--- src/core/ofl_pkg.sv ---
// Constants and types for the oscillator and system fuse loader.
// Assumes fuse bytes are presented by the nonvolatile array once it is ready after reset.
// Functional notes
// At load, oscillator fuse bit 7 is copied into calibration B lock bit.
// Lock 0 lets software change calibration registers; lock 1 ignores such writes.
// Frequency select bits 1:0: 1 is 16 MHz, 2 is 20 MHz, 0 and 3 reserved.
// Frequency select picks the factory coarse and temperature calibration set.
// At load, system fuse bits 7:6 are handed to the flash CRC scanner.
// Region code 0 scans boot, application code and application data.
// Factory programmed bytes are 0x02 and 0xE4; reset does not force them. The code resets the fuse images to these values until the load.
// Reset pin function sits at bit 3, EEPROM keep at bit 0, read-only.
// Region code 1 scans boot, 2 boot plus code, 3 disables the scan.
// Reset pin function 0 makes the pin GPIO, 1 makes it external reset.
// Chip erase clears EEPROM unless keep bit set and device unlocked.
// Fuses are copied once at end of start-up; changes need another reset.
package ofl_pkg;
  // Register indices; byte address is four times the index
  localparam logic [7:0] OSC_CFG_IDX = 8'h02;
  localparam logic [7:0] SYS_CFG0_IDX = 8'h05;
  localparam logic [7:0] CAL_A_IDX = 8'h10;
  localparam logic [7:0] CAL_B_IDX = 8'h11;
  localparam logic [7:0] OSC_CFG_DEFAULT = 8'h02;
  localparam logic [7:0] SYS_CFG0_DEFAULT = 8'he4;
  localparam int OSC_LOCK_BIT = 7;
  localparam int FREQ_SEL_LSB = 0;
  localparam int CRC_REGION_LSB = 6;
  localparam int RST_PIN_BIT = 3;
  localparam int EE_KEEP_BIT = 0;
  localparam int CAL_B_LOCK_BIT = 7;
  localparam int COARSE_W = 7;
  localparam int TEMP_W = 4;
  localparam logic [1:0] FREQ_16M = 2'h1;
  localparam logic [1:0] FREQ_20M = 2'h2;
  localparam logic [1:0] CRC_FLASH = 2'h0;
  localparam logic [1:0] CRC_BOOT = 2'h1;
  localparam logic [1:0] CRC_BOOTAPP = 2'h2;
  localparam logic [1:0] CRC_NONE = 2'h3;

  typedef enum logic [0:0] {ST_LOAD, ST_RUN} ofl_state_t;

  typedef struct packed {
    logic enable;
    logic boot;
    logic app_code;
    logic app_data;
  } ofl_crc_t;

  typedef struct packed {
    logic lock;
    logic [COARSE_W-1:0] coarse;
    logic [TEMP_W-1:0] temp;
  } ofl_cal_t;
endpackage

--- src/core/ofl_loader.sv ---
// Fuse loader: copies oscillator and system fuse bytes into their targets after reset.
// Assumes an Avalon-MM master with waitrequest and a fuse array that raises fuse_ready.
//
// Decided for this implementation: the Avalon-MM slave port.
`timescale 1ns/1ps
module ofl_loader #(
  parameter logic [ofl_pkg::COARSE_W-1:0] COARSE_16M = 7'h20,
  parameter logic [ofl_pkg::COARSE_W-1:0] COARSE_20M = 7'h28,
  parameter logic [ofl_pkg::TEMP_W-1:0] TEMP_16M = 4'h8,
  parameter logic [ofl_pkg::TEMP_W-1:0] TEMP_20M = 4'h8
) (
  input wire logic clk_sys,
  input wire logic rst_b,
  input wire logic clk_en,
  input wire logic fuse_ready,
  input wire logic [7:0] oscillator_config_fuse,
  input wire logic [7:0] system_config0_fuse,
  input wire logic chip_erase,
  input wire logic device_locked,
  input wire logic [7:0] avs_address,
  input wire logic avs_read,
  input wire logic avs_write,
  input wire logic [31:0] avs_writedata,
  input wire logic [3:0] avs_byteenable,
  output logic [31:0] avs_readdata,
  output logic avs_waitrequest,
  output logic load_done,
  output logic [1:0] osc_frequency_select,
  output logic osc_run_20m,
  output ofl_pkg::ofl_cal_t osc_cal,
  output ofl_pkg::ofl_crc_t crc_scan,
  output logic reset_pin_is_reset,
  output logic eeprom_keep_on_erase,
  output logic eeprom_erase
);
  ofl_pkg::ofl_state_t state_reg;
  ofl_pkg::ofl_state_t state_next;
  logic [7:0] osc_fuse_reg;
  logic [7:0] sys_fuse_reg;
  ofl_pkg::ofl_cal_t cal_reg;
  ofl_pkg::ofl_cal_t cal_next;
  ofl_pkg::ofl_crc_t crc_reg;
  logic wait_reg;
  logic [31:0] rdata_reg;
  logic [31:0] rdata_next;
  logic erase_reg;
  logic run20_reg;
  logic [ofl_pkg::COARSE_W-1:0] fac_coarse;
  logic [ofl_pkg::TEMP_W-1:0] fac_temp;

  function automatic ofl_pkg::ofl_crc_t crc_decode(input logic [1:0] code);
    ofl_pkg::ofl_crc_t c;
    c.enable = (code != ofl_pkg::CRC_NONE);
    c.boot = c.enable;
    c.app_code = (code == ofl_pkg::CRC_FLASH) || (code == ofl_pkg::CRC_BOOTAPP);
    c.app_data = (code == ofl_pkg::CRC_FLASH);
    return c;
  endfunction

  function automatic logic index_hit(input logic [7:0] addr, input logic [7:0] idx);
    return (addr[1:0] == 2'h0) && (addr[7:2] == idx[5:0]);
  endfunction

  ofl_cal_select #(
    .COARSE_16M(COARSE_16M),
    .COARSE_20M(COARSE_20M),
    .TEMP_16M(TEMP_16M),
    .TEMP_20M(TEMP_20M)
  ) u_cal_select (
    .freq_sel(oscillator_config_fuse[ofl_pkg::FREQ_SEL_LSB +: 2]),
    .coarse(fac_coarse),
    .temp(fac_temp)
  );

  // Loading happens once per reset; later fuse changes wait for the next reset
  wire loading = (state_reg == ofl_pkg::ST_LOAD) && fuse_ready;
  assign state_next = (state_reg == ofl_pkg::ST_RUN || fuse_ready) ? ofl_pkg::ST_RUN : ofl_pkg::ST_LOAD;

  // Bus decode; the bus is stalled until the load has finished
  wire running = (state_reg == ofl_pkg::ST_RUN);
  wire req = avs_read || avs_write;
  wire accept = running && req && wait_reg;
  wire commit = req && !wait_reg;
  wire hit_osc = index_hit(avs_address, ofl_pkg::OSC_CFG_IDX);
  wire hit_sys = index_hit(avs_address, ofl_pkg::SYS_CFG0_IDX);
  wire hit_cal_a = index_hit(avs_address, ofl_pkg::CAL_A_IDX);
  wire hit_cal_b = index_hit(avs_address, ofl_pkg::CAL_B_IDX);
  wire cal_wr_ok = commit && avs_write && avs_byteenable[0] && !cal_reg.lock;
  wire [31:0] cal_a_word = {{(32 - ofl_pkg::COARSE_W){1'b0}}, cal_reg.coarse};
  wire [31:0] cal_b_word = {24'h0, cal_reg.lock, {(7 - ofl_pkg::TEMP_W){1'b0}}, cal_reg.temp};

  // Fuse images are read-only: writes to them are dropped
  assign rdata_next = hit_osc ? {24'h0, osc_fuse_reg} :
                      hit_sys ? {24'h0, sys_fuse_reg} :
                      hit_cal_a ? cal_a_word :
                      hit_cal_b ? cal_b_word : 32'h0;

  always_comb begin
    cal_next = cal_reg;
    if (loading) begin
      cal_next.lock = oscillator_config_fuse[ofl_pkg::OSC_LOCK_BIT];
      cal_next.coarse = fac_coarse;
      cal_next.temp = fac_temp;
    end else if (cal_wr_ok && hit_cal_a) begin
      cal_next.coarse = avs_writedata[ofl_pkg::COARSE_W-1:0];
    end else if (cal_wr_ok && hit_cal_b) begin
      cal_next.temp = avs_writedata[ofl_pkg::TEMP_W-1:0];
    end
  end

  // Once loaded, locked parts lose EEPROM on chip erase even with the keep bit set
  wire erase_ee = chip_erase && running && (!sys_fuse_reg[ofl_pkg::EE_KEEP_BIT] || device_locked);

  always_ff @(posedge clk_sys or negedge rst_b) begin
    if (!rst_b) begin
      state_reg <= ofl_pkg::ST_LOAD;
      osc_fuse_reg <= ofl_pkg::OSC_CFG_DEFAULT;
      sys_fuse_reg <= ofl_pkg::SYS_CFG0_DEFAULT;
      run20_reg <= 1'b1;
    end else if (clk_en) begin
      state_reg <= state_next;
      if (loading) begin
        osc_fuse_reg <= oscillator_config_fuse;
        // Registered so the rate pin never glitches while the image settles
        run20_reg <= (oscillator_config_fuse[ofl_pkg::FREQ_SEL_LSB +: 2] != ofl_pkg::FREQ_16M);
        sys_fuse_reg <= system_config0_fuse;
      end
    end
  end

  always_ff @(posedge clk_sys or negedge rst_b) begin
    if (!rst_b) begin
      cal_reg <= '0;
      crc_reg <= '0;
    end else if (clk_en) begin
      cal_reg <= cal_next;
      if (loading) begin
        crc_reg <= crc_decode(system_config0_fuse[ofl_pkg::CRC_REGION_LSB +: 2]);
      end
    end
  end

  always_ff @(posedge clk_sys or negedge rst_b) begin
    if (!rst_b) begin
      wait_reg <= 1'b1;
      rdata_reg <= 32'h0;
      erase_reg <= 1'b0;
      load_done <= 1'b0;
    end else if (clk_en) begin
      if (accept) begin
        wait_reg <= 1'b0;
        rdata_reg <= avs_read ? rdata_next : 32'h0;
      end else begin
        wait_reg <= 1'b1;
      end
      erase_reg <= erase_ee;
      load_done <= running;
    end
  end

  assign avs_waitrequest = wait_reg;
  assign avs_readdata = rdata_reg;
  assign eeprom_erase = erase_reg;
  assign osc_cal = cal_reg;
  assign crc_scan = crc_reg;
  assign osc_frequency_select = osc_fuse_reg[ofl_pkg::FREQ_SEL_LSB +: 2];
  assign osc_run_20m = run20_reg;
  assign reset_pin_is_reset = sys_fuse_reg[ofl_pkg::RST_PIN_BIT];
  assign eeprom_keep_on_erase = sys_fuse_reg[ofl_pkg::EE_KEEP_BIT];
endmodule

--- src/core/ofl_cal_select.sv ---
// Factory calibration set selection by frequency select code.
// Assumes the factory sets are constants fixed at elaboration.
`timescale 1ns/1ps
module ofl_cal_select #(
  parameter logic [ofl_pkg::COARSE_W-1:0] COARSE_16M = 7'h20,
  parameter logic [ofl_pkg::COARSE_W-1:0] COARSE_20M = 7'h28,
  parameter logic [ofl_pkg::TEMP_W-1:0] TEMP_16M = 4'h8,
  parameter logic [ofl_pkg::TEMP_W-1:0] TEMP_20M = 4'h8
) (
  input wire logic [1:0] freq_sel,
  output logic [ofl_pkg::COARSE_W-1:0] coarse,
  output logic [ofl_pkg::TEMP_W-1:0] temp
);
  // Reserved codes fall back to the 20 MHz set so the oscillator stays in a known band
  wire is_16m = (freq_sel == ofl_pkg::FREQ_16M);
  assign coarse = is_16m ? COARSE_16M : COARSE_20M;
  assign temp = is_16m ? TEMP_16M : TEMP_20M;
endmodule

--- config.mk ---
export PLATFORM = sky130hd
export DESIGN_NAME = ofl_loader
export DESIGN_NICKNAME = d
export VERILOG_FILES = /design/src/core/ofl_pkg.sv /design/src/core/ofl_loader.sv /design/src/core/ofl_cal_select.sv
export SDC_FILE = /design/constraint.sdc
export NUM_CORES = 1
export LEC_CHECK = 0
export ABC_AREA = 1
export CAP_MARGIN = 20
export CORE_AREA = 2 2 66 68
export CTS_BUF_LIST = sky130_fd_sc_hd__clkbuf_4
export DETAILED_ROUTE_END_ITERATION = 6
export DIE_AREA = 0 0 68 70
export DONT_BUFFER_PORTS = 1
export HOLD_SLACK_MARGIN = 0.02
export PLACE_DENSITY = 0.76
export SYNTH_ARGS = -nofsm -noshare
export SYNTH_HDL_FRONTEND = slang
export SYNTH_SLANG_ARGS = --single-unit
--- constraint.sdc ---
create_clock -name clk_sys -period 1.21 [get_ports clk_sys]
set_input_delay 0.121 -clock clk_sys [delete_from_list [all_inputs] [get_ports clk_sys]]
set_output_delay 0.121 -clock clk_sys [all_outputs]
set_load 0.005 [all_outputs]
==> results of run 1 <==
worst max-delay path, cell delays in order, from the launching register on:
cell	delay, ps
dfstp_2	580
nand2_2	70
nor2_4	150
nand2_4	120
a21oi_1	150
nand2_1	80
nand2_1	60
path summary, 6_finish.rpt:
check / from / slack (ps) / endpoint / cells after the start
setup / recovery: avs_waitrequest / -50 / avs_readdata[5] / 6
hold / removal: clk_en / -100 / avs_waitrequest / 2
setup reg to reg: avs_waitrequest / -50 / avs_readdata[5] / 6
hold reg to reg: sys_fuse_reg[5] / 480 / sys_fuse_reg[5] / 2
max in group asynchronous: rst_b / 680 / avs_waitrequest / 2
min in group asynchronous: rst_b / 270 / osc_fuse_reg[7] / 2
power breakdown:
part	total, mW	internal (mW)	leakage (nW)	switching [mW]
clock	0.877	0.425	0.0426	0.452
sequential	1.81	1.65	0.533	0.155
combinational	0.528	0.240	0.976	0.288
total	3.21	2.32	1.55	0.895
layer usage:
metal,part of all wire,wire length [um],vias to the layer above
li1,-,-,980
met1,0.39,2190,947
met2,0.53,2970,84
met3,0.074,417,8
met4,0.012,65,0
met5,0,0,-
synth_stat cells (all sizes together):
master / number / area share
and2: 2 / 0.0064
inv: 31 / 0.050
o21bai: 1 / 0.0032
nor2: 27 / 0.057
o211ai: 1 / 0.0032
nor3: 1 / 0.0070
nand4: 1 / 0.0027
o21ai: 18 / 0.043
buf: 33 / 0.10
clkbuf: 1 / 0.0016
conb: 1 / 0.0016
dfstp: 7 / 0.079
dfrtp: 36 / 0.39
nand2: 96 / 0.16
a21oi: 9 / 0.019
nand3: 32 / 0.069
a22o: 1 / 0.0038
logic make-up after synthesis:
kind of cell	Yosys count	share of synthesized area
DFF	43	0.465
other	1	0.00161
and+or+nand+nor	159	0.305
AOI/OAI and AO/OA	30	0.0730
buffers and inverters	65	0.155
per-stage QoR:
stage	util	setup slack (ps)	hold WS [ps]
2_1_floorplan	-	49.2	-175
5_1_grt	0.710	-121	-78.0
6_report	0.710	-50.2	-105
4_1_cts	0.662	-40.9	-107
3_5_place_dp	0.567	-11.1	-173
3_3_place_gp	0.567	-8.44	-173
layout make-up:
type / instances / area share
inverters: 31 / 0.0429
flip-flops and latches: 43 / 0.368
repair buffers: 48 / 0.164
clock inverters: 3 / 0.0132
multi-input cells: 214 / 0.377
well taps: 52 / 0.0221
clock buffers: 5 / 0.0127
what timing repair did:
action                                 4_1_cts  5_1_grt
resized for setup                            6       58
endpoints found under the hold margin       77        5
cloned                                       0        2
pin swaps                                    0       10
setup buffers                                0        2
hold buffers                                29        1
setup endpoints to repair                   17       39
==> results.toml, run 1 <==
[detailed_routing]
detail_route.drc_violations = 0
vias = 2019
drtIter0Drc = 113
first_pass_iters = 4
route.detailed.wl_per_inst_um = 14.3
avgViaCountPerCell = 5.10
final_antenna_net_count = 0
wirelength_um = 5650

[synthesis]
synthesis.area_per_instance_um2 = 7.82
ys_ff_latch = 43
synth.yosys.seq_area_share = 0.465
synth.yosys.warnings = 0
synthesis.area_um2 = 2330
synthDistinctLibCells = 27
post_synthesis_cells = 298

[final_layout]
flip_flop_count_of_the_largest_register_after_layout = 11
multi_input_comb_area_um2 = 1110
layout-drive-gt1-share = 0.235
final_area_um2 = 2940
layout_commonest_cell = "nand2_1"
insertedDiodeCount = 0
fillerInstances = 305
flow.area_growth_from_synthesis_pct = 26.3
seqCellArea_um2 = 1080
finish.net_count = 411
final_cell_mix = "nand2_1 (79), dfrtp_1 (36), nand3_1 (30)"
finish.cell_count_without_fillers = 396

[critical_path]
worstPathMaxFanout = 8
critPathArrivalTime_ps = 1550
worstSetupPathType = "flop to flop"
cp-end-kind = "flop"
critical_path_required_ps = 1500
timing.critical_path.from_type = "flop"

[status]
outcome = "complete, but fails checks"
failing_checks = "negative hold slack, negative setup slack"

[grt]
grt_antenna_before_repair = 0
grtUsageMet2 = 0.381
global_route_wire_length_before_repair_um = 8270
met1_usage = 0.294
met3_usage_in_global_routing = 0.0548
grt_start_max_net_pins = 44
grt.total_usage = 0.232
vias_in_the_first_global_route = 1822
grt-busiest-layer = "met2"
grt_overflow_total = 0

[placement]
place.detailed.instances = 354
dpl.hpwl_um = 3730
routabilityCongestion = 0.825
place.port_buffers = 0
postPlaceCellArea_um2 = 2350

[clock_tree]
tritoncts = "built"
htree_num_levels = 2
cts_root_buffer = "clkbuf_4"
cts.reportedPaths.clkPinSlew_ps = 120
cts.sinks = 43
cts_buffers = 5
insertion_delay_ps = 350
cts-root-to-sink-buffers = 2

[pwr]
irDropWorstVdd_mv = 0.709
leakage_power_figure_nw = 1.55
power.density_cell_area_nw_per_um2 = 1090
finalPower_mw = 3.21

[timing]
fin_worst_hold_slack_ps = -105
final.min_clock_period_ps = 1260
final_max_slew_viol_count = 0
final_min_period_over_clock_period = 1.04
hold_violations = 3
timing.setup.tns_ps = -257
setup_ws_ps = -50.2
count_of_final_setup_violators = 12
rsz_0062_raised_after_global_routing = "yes"
clock_skew_ps = 7.73
max_freq_mhz = 794

[die]
die_width_um = 68
core_region_area_um2 = 4140
die_area_um2 = 4760
initial_utilization = 0.563
num_rows = 24
ios = 124
die_height_um = 70

[min_path]
class_of_the_most_critical_hold_timing_path = "input pin to flop"

[job]
max_cap_violations = 0
No activity file was read; power rests on OpenSTA's default activity.
==> run 2: changes to the inputs <==
==> constraint.sdc (replaced) <==
create_clock -name clk_sys -period 1.21 [get_ports clk_sys]
set_input_delay 0.1815 -clock clk_sys [delete_from_list [all_inputs] [get_ports clk_sys]]
set_output_delay 0.1815 -clock clk_sys [all_outputs]
set_load 0.005 [all_outputs]
==> results.toml, run 2 (synthesized netlist as in run 1, its figures left out) <==
[placement]
preCtsSetupSlack_ps = -19.7
routabilityCongestion = 0.825
dpl.hpwl_um = 3750
place.port_buffers = 0

[final_layout]
fillerInstances = 333
final_cell_mix = "nand2_1 (85), dfrtp_1 (36), nand3_1 (32)"
final_util = 0.680
finish.net_count = 408
flip_flop_count_of_the_largest_register_after_layout = 11
layout-drive-gt1-share = 0.205
flow.area_growth_from_synthesis_pct = 20.8
insertedDiodeCount = 0
layout_commonest_cell = "nand2_1"

[timing]
timing.setup.tns_ps = -216
setup_ws_ps = -40.3
count_of_final_setup_violators = 9
clock_skew_ps = 9.54
final_max_slew_viol_count = 0
final_min_period_over_clock_period = 1.03
hold_violations = 0
final.min_clock_period_ps = 1250
max_freq_mhz = 800
rsz_0062_raised_after_global_routing = "yes"

[pwr]
leakage_power_figure_nw = 1.51
power.density_cell_area_nw_per_um2 = 1120
irDropWorstVdd_mv = 0.779

[min_path]
class_of_the_most_critical_hold_timing_path = "input pin to flop"

[clock_tree]
cts.reportedPaths.clkPinSlew_ps = 120
cts.sinks = 43
cts_root_buffer = "clkbuf_4"
insertion_delay_ps = 360
cts-root-to-sink-buffers = 2
htree_num_levels = 2
cts_buffers = 5
tritoncts = "built"

[critical_path]
worstPathMaxFanout = 5
critPathArrivalTime_ps = 1520
timing.critical_path.from_type = "flop"
cp-end-kind = "flop"
critical_path_required_ps = 1480
worstSetupPathType = "flop to flop"

[detailed_routing]
vias = 1966
avgViaCountPerCell = 5.00
final_antenna_net_count = 0
first_pass_iters = 4
route.detailed.wl_per_inst_um = 13.8
detail_route.drc_violations = 0
wirelength_um = 5410
drtIter0Drc = 80

[die]
die_width_um = 68
die_height_um = 70
die_area_um2 = 4760
num_rows = 24
initial_utilization = 0.563
ios = 124
core_region_area_um2 = 4140

[grt]
vias_in_the_first_global_route = 1821
grt_start_max_net_pins = 44
grt_overflow_total = 0
grt.total_usage = 0.231
grt_antenna_before_repair = 0
global_route_wire_length_before_repair_um = 8180

[job]
max_cap_violations = 0

[status]
failing_checks = "negative setup slack"
outcome = "complete, but fails checks"
==> run 2: area by class of cell <==
type,count,area (um^2),share of cell area
multi-input combinational,214,1040,0.368
tap,52,65.1,0.0231
clock inverter,3,38.8,0.0138
sequential,43,1080,0.385
clock buffer,5,37.5,0.0133
timing repair buffer,45,434,0.154
inverter,31,120,0.0426
==> run 2: path summary, 6_finish.rpt <==
kind,startpoint,to,slack [ps],cells after the start
setup / recovery,running,osc_cal[0],-40,8
max in group asynchronous,rst_b,avs_waitrequest,650,2
setup reg to reg,running,osc_cal[0],-40,8
hold / removal,clk_en,osc_fuse_reg[7],30,3
min in group asynchronous,rst_b,osc_cal[0],300,2
hold reg to reg,sys_fuse_reg[5],sys_fuse_reg[5],480,2
==> run 2: stage by stage <==
stage / power (mW) / instances / hold WS (ps) / cell area, um^2
6_report: 3.16 / 393 / 34.7 / 2820
4_1_cts: 3.15 / 390 / 30.6 / 2770
2_1_floorplan: 2.13 / 321 / -114 / 2420
3_5_place_dp: 2.17 / 354 / -113 / 2350
5_1_grt: 3.31 / 393 / 29.5 / 2820
3_3_place_gp: 2.15 / 354 / -113 / 2350
==> run 2: timing repair <==
action                                  in CTS  in global routing
setup buffers                                1                  2
pin swaps                                    6                  7
gates resized for setup                     21                 10
hold endpoints to repair                    71                  0
cloned                                       0                  1
endpoints found under the setup margin      21                 33
hold buffers                                27                  0
==> run 2: critical path: stages, from the launching register on <==
cell and delay (ps):
dfrtp_1 430, buf_6 130, nor2_4 90, buf_6 120
clkinvlp_4 140, nand2_2 120, inv_2 30, nand2_1 60
nand2_1 40
==> run 2: where the power goes <==
group	internal [mW]	leakage (nW)	switching, mW
Clock	0.425	0.0426	0.457
Sequential	1.65	0.533	0.155
Combinational	0.208	0.931	0.267
==> run 2: routing by layer <==
layer / up-vias / track usage / wire, um
li1: 966 / - / -
met1: 904 / 0.291 / 2090
met2: 82 / 0.376 / 2810
met3: 14 / 0.0499 / 375
met4: 0 / 0.0956 / 126
met5: - / 0 / 0
==> run 3: changes to the inputs <==
- CORE_AREA: 2 2 66 68 -> 2 2 82 84
- DIE_AREA: 0 0 68 70 -> 0 0 84 86
- PLACE_DENSITY: 0.76 -> unset
==> results.toml, run 3 (synthesized netlist as in run 1, its figures left out) <==
[detailed_routing]
detail_route.drc_violations = 0
drtIter0Drc = 50
route.detailed.wl_per_inst_um = 13.6
wirelength_um = 5680
vias = 1929
final_antenna_net_count = 0
avgViaCountPerCell = 4.61
first_pass_iters = 4

[grt]
grt_antenna_before_repair = 0
grt_overflow_total = 0
grt_start_max_net_pins = 44
global_route_wire_length_before_repair_um = 9430
grt.total_usage = 0.166
vias_in_the_first_global_route = 1855

[critical_path]
timing.critical_path.to = "osc_cal[10]"
worstSetupStartpoint = "avs_waitrequest"
cp-end-kind = "flop"
endpoint_of_the_worst_slack_reg_to_reg_timing_path = "osc_cal[10]"
setup_slack_of_the_most_critical_reg_to_reg_path_ps = -50
regToRegStartpoint = "avs_waitrequest"
worstPathMaxFanout = 6
critPathArrivalTime_ps = 1570
timing.reg2reg.worst_path_depth = 7
timing.critical_path.from_type = "flop"
critical_path_required_ps = 1520
worstSetupPathType = "flop to flop"

[placement]
place.detailed.instances = 378
dpl.hpwl_um = 4220
preCtsSetupSlack_ps = -74.1
routabilityCongestion = 0.815
place.port_buffers = 0

[final_layout]
fillerInstances = 618
flip_flop_count_of_the_largest_register_after_layout = 11
flow.area_growth_from_synthesis_pct = 23.2
final_util = 0.458
finish.net_count = 408
layout-drive-gt1-share = 0.194
layout_commonest_cell = "nand2_1"
insertedDiodeCount = 0
final_cell_mix = "nand2_1 (83), dfrtp_1 (36), nand3_1 (29)"
finish.cell_count_without_fillers = 418

[timing]
final.min_clock_period_ps = 1260
setup_ws_ps = -53.4
final_min_period_over_clock_period = 1.04
rsz_0062_raised_after_global_routing = "yes"
final_max_slew_viol_count = 0
hold_violations = 0
max_freq_mhz = 792
count_of_final_setup_violators = 11
clock_skew_ps = 8.24

[pwr]
power.density_cell_area_nw_per_um2 = 1030
leakage_power_figure_nw = 1.51
irDropWorstVdd_mv = 0.511

[die]
initial_utilization = 0.371
die_width_um = 84
core_region_area_um2 = 6280
die_height_um = 86
die_area_um2 = 7220
ios = 124
num_rows = 29

[clock_tree]
cts.sinks = 43
tritoncts = "built"
cts.reportedPaths.clkPinSlew_ps = 120
cts-root-to-sink-buffers = 2
cts_root_buffer = "clkbuf_4"
htree_num_levels = 2
insertion_delay_ps = 360
cts_buffers = 5

[status]
failing_checks = "negative setup slack"
outcome = "complete, but fails checks"

[min_path]
class_of_the_most_critical_hold_timing_path = "input pin to flop"

[job]
max_cap_violations = 0
==> run 3: how the worst min path moves through the flow <==
stage	depth (start not counted)	to	slack (ps)	startpoint
finish	3	osc_fuse_reg[7]	40	clk_en
global route	3	sys_fuse_reg[3]	50	clk_en
CTS	4	osc_cal[3]	50	avs_writedata[3]
detailed placement	0	running	-110	rst_b
global placement	0	load_done	-110	rst_b
floorplan	0	avs_readdata[0]	-110	rst_b
==> run 3: layer usage <==
metal  up-vias  routed length (um)  track usage
li1        969                   -            -
met3         5                 405       0.0577
met4         0                  49       0.0440
met1       892                2540        0.219
met5         -                   0            0
met2        63                2690        0.260
==> run 3: repair_timing <==
action / 4_1_cts / 5_1_grt
resized for setup: 12 / 18
setup endpoints to repair: 12 / 36
hold buffers: 29 / 0
cloned: 0 / 1
endpoints found under the hold margin: 71 / 0
pin swaps: 3 / 9
setup buffers: 0 / 3
==> run 3: worst max-delay path, cell delays in order (launching register included) <==
cell and delay, ps:
dfstp_2 400, buf_4 140, nor3_4 250, buf_6 160, nand2_8 70, inv_2 70, nand3_1 60, nand2_1 70
==> run 3: where the power goes <==
| part | internal [mW] | switching [mW] | leakage [nW] | total, mW |
|---|---|---|---|---|
| combinational | 0.215 | 0.266 | 0.949 | 0.481 |
| sequential | 1.65 | 0.160 | 0.533 | 1.81 |
| clock | 0.213 | 0.461 | 0.0263 | 0.674 |
==> run 3: layout make-up <==
type	instances	area [um^2]	area share
inverter	31	116	0.0405
clock buffer	5	37.5	0.0131
timing repair buffer	45	457	0.159
tap	77	96.3	0.0335
multi-input combinational	214	1070	0.371
sequential	43	1080	0.378
clock inverter	3	15.0	0.00523
==> run 3: stage by stage <==
| stage | hold slack [ps] | power [mW] | instance area (um^2) | TNS [ps] |
|---|---|---|---|---|
| global placement | -113 | 2.17 | 2400 | -59.4 |
| finish | 38.7 | 2.97 | 2870 | -277 |
| global route | 52.5 | 3.16 | 2870 | -1610 |
| floorplan | -114 | 2.13 | 2420 | 0 |
| detailed placement | -114 | 2.18 | 2400 | -161 |
| CTS | 53.5 | 2.99 | 2780 | -249 |
